File: src/pkg/arf_map.vh
// Register offsets, field positions and timing constants of the result formatter
`ifndef ARF_MAP_VH
`define ARF_MAP_VH
`define ARF_OFF_RESULT_HIGH 12'h000
`define ARF_OFF_RESULT_LOW 12'h004
`define ARF_OFF_CONTROL_A 12'h008
`define ARF_OFF_CONFIG_B 12'h00C
`define ARF_OFF_ACQ_STATUS 12'h010
`define ARF_CTL_ENABLE 0
`define ARF_CTL_BUSY 1
`define ARF_CTL_CHAN_LO 2
`define ARF_CTL_CHAN_HI 6
`define ARF_CFG_ALIGN 7
`define ARF_CFG_WMASK 8'hF7
`define ARF_CTL_WMASK 8'h7D
`define ARF_CLK_MHZ 25
`define ARF_TACQ_NS 4620
`define ARF_ACQ_CYCLES ((`ARF_TACQ_NS * `ARF_CLK_MHZ + 999) / 1000)
`define ARF_CONV_CYCLES 12
`endif

File: src/core/arf_align.v
// Places a 10-bit result into the high and low result bytes
`timescale 1ns/10ps
`default_nettype none
module arf_align
(
  // Selection
  input wire right_just,
  // Result
  input wire [9:0] conversion_result,
  // Formatted bytes
  output reg [7:0] high_byte,
  output reg [7:0] low_byte
);
  always @*
  begin
    if (right_just)
    begin
      high_byte = {6'h00, conversion_result[9:8]};
      low_byte = conversion_result[7:0];
    end
    else
    begin
      high_byte = conversion_result[9:2];
      low_byte = {conversion_result[1:0], 6'h00};
    end
  end
endmodule
`default_nettype wire

File: src/core/arf_top.v
// Converter control, result formatting and APB register access
//
// The register addresses and the APB slave port were chosen for this implementation.
`timescale 1ns/10ps
`default_nettype none
`include "arf_map.vh"
//
// Contract
// - Left format: low bits in low byte 7:6
// - Right format: bits 9:8 in high byte 1:0
// - Right format: low byte holds bits 7:0
// - Result is unsigned ten-bit code
// - Result bytes read/write, kept over resets
// - Left format: high byte holds bits 9:2
// - Align bit selects format, zeroes unused bits
// - Busy bit clears at completion; set together with enable starts
module arf_top
(
  // Clock and reset
  input wire clk,
  input wire rst_n,
  // APB slave
  input wire psel,
  input wire penable,
  input wire pwrite,
  input wire [11:0] paddr,
  input wire [31:0] pwdata,
  output wire pready,
  output reg [31:0] prdata,
  output wire pslverr,
  // Converter core
  input wire [9:0] conversion_result,
  output wire converter_enable,
  output wire [4:0] input_channel_select,
  output wire [2:0] conversion_clock_select,
  output wire negative_ref_select,
  output wire [1:0] positive_ref_select,
  output wire conversion_done
);
  localparam ST_IDLE = 1'b0;
  localparam ST_CONV = 1'b1;
  localparam [31:0] CONV_LAST_W = `ARF_CONV_CYCLES - 1;
  localparam [31:0] ACQ_CYCLES_W = `ARF_ACQ_CYCLES;
  localparam [3:0] CONV_LAST = CONV_LAST_W[3:0];
  localparam [7:0] ACQ_CYCLES = ACQ_CYCLES_W[7:0];

  reg [7:0] result_high_byte;
  reg [7:0] result_low_byte;
  reg [7:0] converter_control_a;
  reg [7:0] converter_config_b;
  reg state;
  reg [3:0] conv_cnt;
  reg [7:0] acq_cnt;
  reg start_early;
  reg done_pulse;
  reg [9:0] sample;
  wire [7:0] fmt_high;
  wire [7:0] fmt_low;
  wire wr_en;
  wire rd_en;
  wire hit;
  wire busy_set;
  wire acq_done;
  wire chan_change;

  assign pready = 1'b1;
  assign hit = (paddr == `ARF_OFF_RESULT_HIGH) || (paddr == `ARF_OFF_RESULT_LOW) ||
               (paddr == `ARF_OFF_CONTROL_A) || (paddr == `ARF_OFF_CONFIG_B) ||
               (paddr == `ARF_OFF_ACQ_STATUS);
  assign pslverr = psel & penable & ~hit;
  assign wr_en = psel & penable & pwrite & hit;
  assign rd_en = psel & ~penable & ~pwrite;
  assign busy_set = wr_en && (paddr == `ARF_OFF_CONTROL_A) && pwdata[`ARF_CTL_BUSY];
  assign acq_done = (acq_cnt >= ACQ_CYCLES);
  assign chan_change = wr_en && (paddr == `ARF_OFF_CONTROL_A) &&
                       (pwdata[`ARF_CTL_CHAN_HI:`ARF_CTL_CHAN_LO] != input_channel_select);
  assign converter_enable = converter_control_a[`ARF_CTL_ENABLE];
  assign input_channel_select = converter_control_a[`ARF_CTL_CHAN_HI:`ARF_CTL_CHAN_LO];
  assign conversion_clock_select = converter_config_b[6:4];
  assign negative_ref_select = converter_config_b[2];
  assign positive_ref_select = converter_config_b[1:0];
  assign conversion_done = done_pulse;

  arf_align i_arf_align
  (
    .right_just(converter_config_b[`ARF_CFG_ALIGN]),
    .conversion_result(sample),
    .high_byte(fmt_high),
    .low_byte(fmt_low)
  );

  // Control registers and conversion sequencer
  always @(posedge clk or negedge rst_n)
  begin
    if (!rst_n)
    begin
      converter_control_a <= 8'h00;
      converter_config_b <= 8'h00;
      state <= ST_IDLE;
      conv_cnt <= 4'h0;
      done_pulse <= 1'b0;
      sample <= 10'h000;
      acq_cnt <= 8'h00;
      start_early <= 1'b0;
    end
    else
    begin
      done_pulse <= 1'b0;
      if (wr_en && (paddr == `ARF_OFF_CONFIG_B))
        converter_config_b <= pwdata[7:0] & `ARF_CFG_WMASK;
      // Acquisition timer restarts on channel change
      if (chan_change)
        acq_cnt <= 8'h00;
      else if (!acq_done)
        acq_cnt <= acq_cnt + 8'h01;
      // A start written together with a new channel is early too
      if (busy_set && (!acq_done || chan_change))
        start_early <= 1'b1;
      else if (wr_en && (paddr == `ARF_OFF_ACQ_STATUS) && pwdata[1])
        start_early <= 1'b0;
      case (state)
        ST_IDLE:
        begin
          if (wr_en && (paddr == `ARF_OFF_CONTROL_A))
            converter_control_a <= pwdata[7:0] & `ARF_CTL_WMASK;
          if (busy_set && pwdata[`ARF_CTL_ENABLE])
          begin
            converter_control_a[`ARF_CTL_BUSY] <= 1'b1;
            conv_cnt <= 4'h0;
            state <= ST_CONV;
          end
        end
        ST_CONV:
        begin
          if (wr_en && (paddr == `ARF_OFF_CONTROL_A))
          begin
            converter_control_a <= (pwdata[7:0] & `ARF_CTL_WMASK) | 8'h02;
            if (!pwdata[`ARF_CTL_BUSY] || !pwdata[`ARF_CTL_ENABLE])
            begin
              converter_control_a[`ARF_CTL_BUSY] <= 1'b0;
              state <= ST_IDLE;
            end
          end
          else if (conv_cnt == CONV_LAST)
          begin
            sample <= conversion_result;
            converter_control_a[`ARF_CTL_BUSY] <= 1'b0;
            done_pulse <= 1'b1;
            state <= ST_IDLE;
          end
          else
            conv_cnt <= conv_cnt + 4'h1;
        end
        default:
          state <= ST_IDLE;
      endcase
    end
  end

  // Result bytes have no reset: undefined at power-on, kept otherwise
  always @(posedge clk)
  begin
    if (done_pulse)
    begin
      result_high_byte <= fmt_high;
      result_low_byte <= fmt_low;
    end
    else if (wr_en && (paddr == `ARF_OFF_RESULT_HIGH))
      result_high_byte <= pwdata[7:0];
    else if (wr_en && (paddr == `ARF_OFF_RESULT_LOW))
      result_low_byte <= pwdata[7:0];
  end

  // Read data registered in the setup cycle
  always @(posedge clk or negedge rst_n)
  begin
    if (!rst_n)
      prdata <= 32'h00000000;
    else if (rd_en)
    begin
      case (paddr)
        `ARF_OFF_RESULT_HIGH: prdata <= {24'h000000, result_high_byte};
        `ARF_OFF_RESULT_LOW: prdata <= {24'h000000, result_low_byte};
        `ARF_OFF_CONTROL_A: prdata <= {24'h000000, converter_control_a};
        `ARF_OFF_CONFIG_B: prdata <= {24'h000000, converter_config_b};
        `ARF_OFF_ACQ_STATUS: prdata <= {30'h00000000, start_early, acq_done};
        default: prdata <= 32'h00000000;
      endcase
    end
  end
endmodule
`default_nettype wire

File: config.mk
export PLATFORM = sky130hd
export DESIGN_NAME = arf_top
export DESIGN_NICKNAME = d
export VERILOG_FILES = /design/src/core/arf_align.v /design/src/core/arf_top.v
export VERILOG_INCLUDE_DIRS = /design/src /design/src/pkg
export SDC_FILE = /design/constraint.sdc
export NUM_CORES = 1
export LEC_CHECK = 0
export ABC_AREA = 1
export BUFFER_PORTS_ARGS = -buffer_cell sky130_fd_sc_hd__clkbuf_2
export CAP_MARGIN = 5
export CELL_PAD_IN_SITES_DETAIL_PLACEMENT = 1
export CELL_PAD_IN_SITES_GLOBAL_PLACEMENT = 2
export CORE_UTILIZATION = 32
export CTS_CLUSTER_SIZE = 8
export DETAILED_ROUTE_END_ITERATION = 8
export GPL_TIMING_DRIVEN = 0
export MAX_ROUTING_LAYER = met4
export PLACE_DENSITY_LB_ADDON = 0.1
export SLEW_MARGIN = 20
export SYNTH_ARGS = -nofsm -noshare
export SYNTH_HDL_FRONTEND = slang
export SYNTH_SLANG_ARGS = --single-unit
export TNS_END_PERCENT = 100
File: constraint.sdc
create_clock -name clk -period 4.2 [get_ports clk]
set_input_delay 0 -clock clk [delete_from_list [all_inputs] [get_ports clk]]
set_output_delay 0 -clock clk [all_outputs]
set_load 0.005 [all_outputs]
==> key figures <==
Synthesis
  – Async SR Flop Fraction: 0.746
  – Register area share after synthesis: 0.483
  – Post-synth EDFFs: 16
  – Yosys reg bits: between 60 and 70
  – Mapped Area: 3430 um2
  – Avg Cell Area, Syn: 8.43 um2
  – Synth cell types: 39
  – Mapped Cells: 407
  – Synth warn: 0
  – Ys flop type: dfrtp_1

Finish
  – Layout cells sized above 1: 0.260
  – Multi-input logic area: between 1000 and 1500 um2
  – Area occupied by registers: roughly 1700 um2
  – Utilization of the core after routing: 0.414
  – Area growth, synth to finish: 25.1%
  – Fillers: 1318
  – Antenna cells: 0
  – Final net count: 572

STA
  – Fin. Hold Viols: 0
  – Least-Margin Pin Slew: 0.778 ns
  – RSZ-0062 raised after global routing: false
  – Final Max Tran Viols: 0
  – Crit path time final: 1.77 ns
  – Fin crit share: 0.421
  – Achievable clock frequency: 0.566 GHz
  – Setup Skew: around 0.011 ns
  – Final setup viols: 0
  – Setup TNS Final: 0 ns
  – Slew margin rel.: 0.477
  – Fin worst setup slack: 2.43 ns

Clock tree
  – Post-CTS Setup Bufs: 0
  – CTS Sinks: 63
  – Clk buf depth: 2
  – Reg clk slew, reported paths: 0.07 ns
  – TritonCTS Buffers: 9
  – Skew-Pair Late Insertion Delay: 0.34 ns
  – CTS tree: yes
  – CTS H-tree depth: 3
  – CTS root buf: clkbuf_8

Critical path
  – Top fanout value on the critical path: 10
  – Startpoint types: flop
  – Critical path required time: 4.24 ns
  – CP Capture Type: flop
  – Crit Path Category: flop to flop
  – Crit path DAT: 1.81 ns

Route
  – Initial DRC Count: 90
  – Drt first pass iters: 4
  – Total number of vias: 2925
  – DRC viols: 0
  – WL/cell: 14.1 um
  – Drt total wl: 9200 um
  – Final ANT Viol Nets: 0
  – Vias/cell: approximately 4.5

Placement
  – Gpl congestion: about 0.78
  – PortBufs: 56
  – Pre-CTS setup slack: around 2.4 ns
  – Final HPWL DP: between 7000 and 8000 um

Global routing
  – Global-route wire length before repair: 15100 um
  – Antenna violations before repair: 0
  – Vias in the first global route: between 2k and 3k
  – GRT Residual Overflow: 0
  – Largest net degree at the start of global routing: between 40 and 50
  – All-Layer GR Usage: 0.182

Floorplan
  – Num rows: 37
  – Die area: 11100 um2
  – Die Y: 106 um
  – I/O Pins: approximately 110
  – Starting density of the core: 0.331
  – Die Wd: 106 um
  – Core ar.: a little over 10000 um2

Power
  – Total power: between 0.001 and 0.0015 W
  – Power per cell area: about 310 nW/um2
  – Pleak: 2.23 nW
  – VDD IR-drop max: 0.129 mV

Run status
  – Status: finished, final reports clean

Worst hold path
  – Hold Crit Class: input port to flop

Run
  – Max_cap viols: 0
## sequential cells by signal, summed over array words and instances, names as in the netlist, 4 cells and up
| register | flops |
|---|---|
| converter_config_b | 7 |
| converter_control_a | 7 |
| result_low_byte | 8 |
| result_high_byte | 8 |
| acq_cnt | 8 |
| conv_cnt | 4 |
| sample | 10 |
| prdata | 8 |
## path summary, 6_finish.rpt
check                                               start                           endpoint  slack (ns)  cells after the start
worst max-delay path            conversion_done$_DFF_PN0_      result_high_byte[1]$_DFFE_PP_        2.43                      5
worst min-delay path                            pwdata[0]  converter_config_b[0]$_DFFE_PN0P_        0.01                      3
worst max register to register  conversion_done$_DFF_PN0_      result_high_byte[1]$_DFFE_PP_        2.43                      5
worst min register to register      prdata[7]$_DFFE_PN0P_              prdata[7]$_DFFE_PN0P_        0.48                      2
max in group asynchronous                           rst_n            start_early$_DFFE_PN0P_        3.46                      2
min in group asynchronous                           rst_n              sample[7]$_DFFE_PN0P_        0.26                      2
## metrics by stage
stage / cell area (um2) / hold slack [ns] / std cells
after floorplan: 3520 / -0.296 / 430
after global placement: 3970 / 0.211 / 622
after detailed placement: 3970 / 0.125 / 622
after CTS: 4290 / 0.000287 / 651
after global routing: 4290 / 0.0200 / 651
final: 4290 / 0.0142 / 651
## cells in the final DEF, fill, tap and decap left out, types with 4 or more instances in the layout
| cell type | instances |
|---|---|
| o21ai_2 | 8 |
| o22ai_1 | 8 |
| nor2_1 | 16 |
| conb_1 | 25 |
| buf_4 | 30 |
| nand3_1 | 21 |
| nand2_2 | 7 |
| nand2_1 | 115 |
| clkbuf_8 | 10 |
| nand4_1 | 6 |
| dlygate4sd3_1 | 13 |
| inv_1 | 54 |
| edfxtp_1 | 16 |
| o221ai_1 | 4 |
| a21oi_1 | 5 |
| nor3_1 | 9 |
| o21ai_0 | 14 |
| dfrtp_1 | 47 |
| clkbuf_2 | 55 |
| o21ai_1 | 11 |
| clkbuf_1 | 5 |
## cells in the mapped netlist (3+ instances only)
library cell	n	area share
nand4_1	6	0.011
edfxtp_1	16	0.14
o21ai_1	11	0.016
nand2_2	7	0.013
nand2_1	115	0.13
buf_4	30	0.066
nor2_2	3	0.0055
inv_1	54	0.059
buf_2	3	0.0044
o221ai_1	4	0.010
o22ai_1	8	0.015
a21oi_1	5	0.0073
o21ai_2	8	0.020
dfrtp_1	47	0.34
nor3_1	9	0.013
nand3_1	21	0.031
nor2_1	16	0.017
o21ai_0	14	0.020
ha_1	3	0.011
## worst max-delay path: stages (launching register included)
cell and delay [ns]:
dfrtp_1 0.38, buf_2 0.18, inv_1 0.21, or2_2 0.16, clkbuf_1 0.31, o221ai_1 0.23
## where the power goes
| part | total [W] | switching [W] | internal [W] |
|---|---|---|---|
| Clock | 0.000526 | 0.000236 | 0.000290 |
| Sequential | 0.000660 | 0.0000154 | 0.000645 |
| Combinational | 0.000141 | 0.0000787 | 0.0000622 |
## routing by layer
layer  vias to the layer above  global-route usage  part of all wire  wire, um
li1                       1467                   -                 -         -
met1                      1382               0.241              0.47      4360
met2                        70               0.289              0.48      4430
met3                         6              0.0223             0.037       338
met4                         0              0.0655            0.0076        70
met5                         -                   -                 0         0
## cells by family (layout without fill, tap and decap cells)
group                      Yosys count  in the layout  share of synthesized area
other                                2             25                    0.00219
buffers and inverters               93            178                      0.138
muxes                                1              1                    0.00292
adders and majority gates            3              3                     0.0109
DFF                                 63             63                      0.483
and+or+nand+nor                    187            187                      0.254
AOI/OAI and AO/OA                   54             54                     0.0984
xor gates and xnor gates             4              4                     0.0102
## area by class of cell
class / count / share of cell area
Multi-Input combinational cell: 274 / 0.323
Tap cell: 136 / 0.0396
Clock inverter: 3 / 0.00991
Clock buffer: 13 / 0.0347
Inverter: 57 / 0.0501
Sequential cell: 63 / 0.386
Buffer: 36 / 0.0603
Timing Repair Buffer: 69 / 0.0962
## repair_timing
action,4_1_cts,5_1_grt
hold buffers,13,0
resized for setup,0,0
hold endpoints to repair,61,0
No activity file was read; power rests on OpenSTA's default activity.
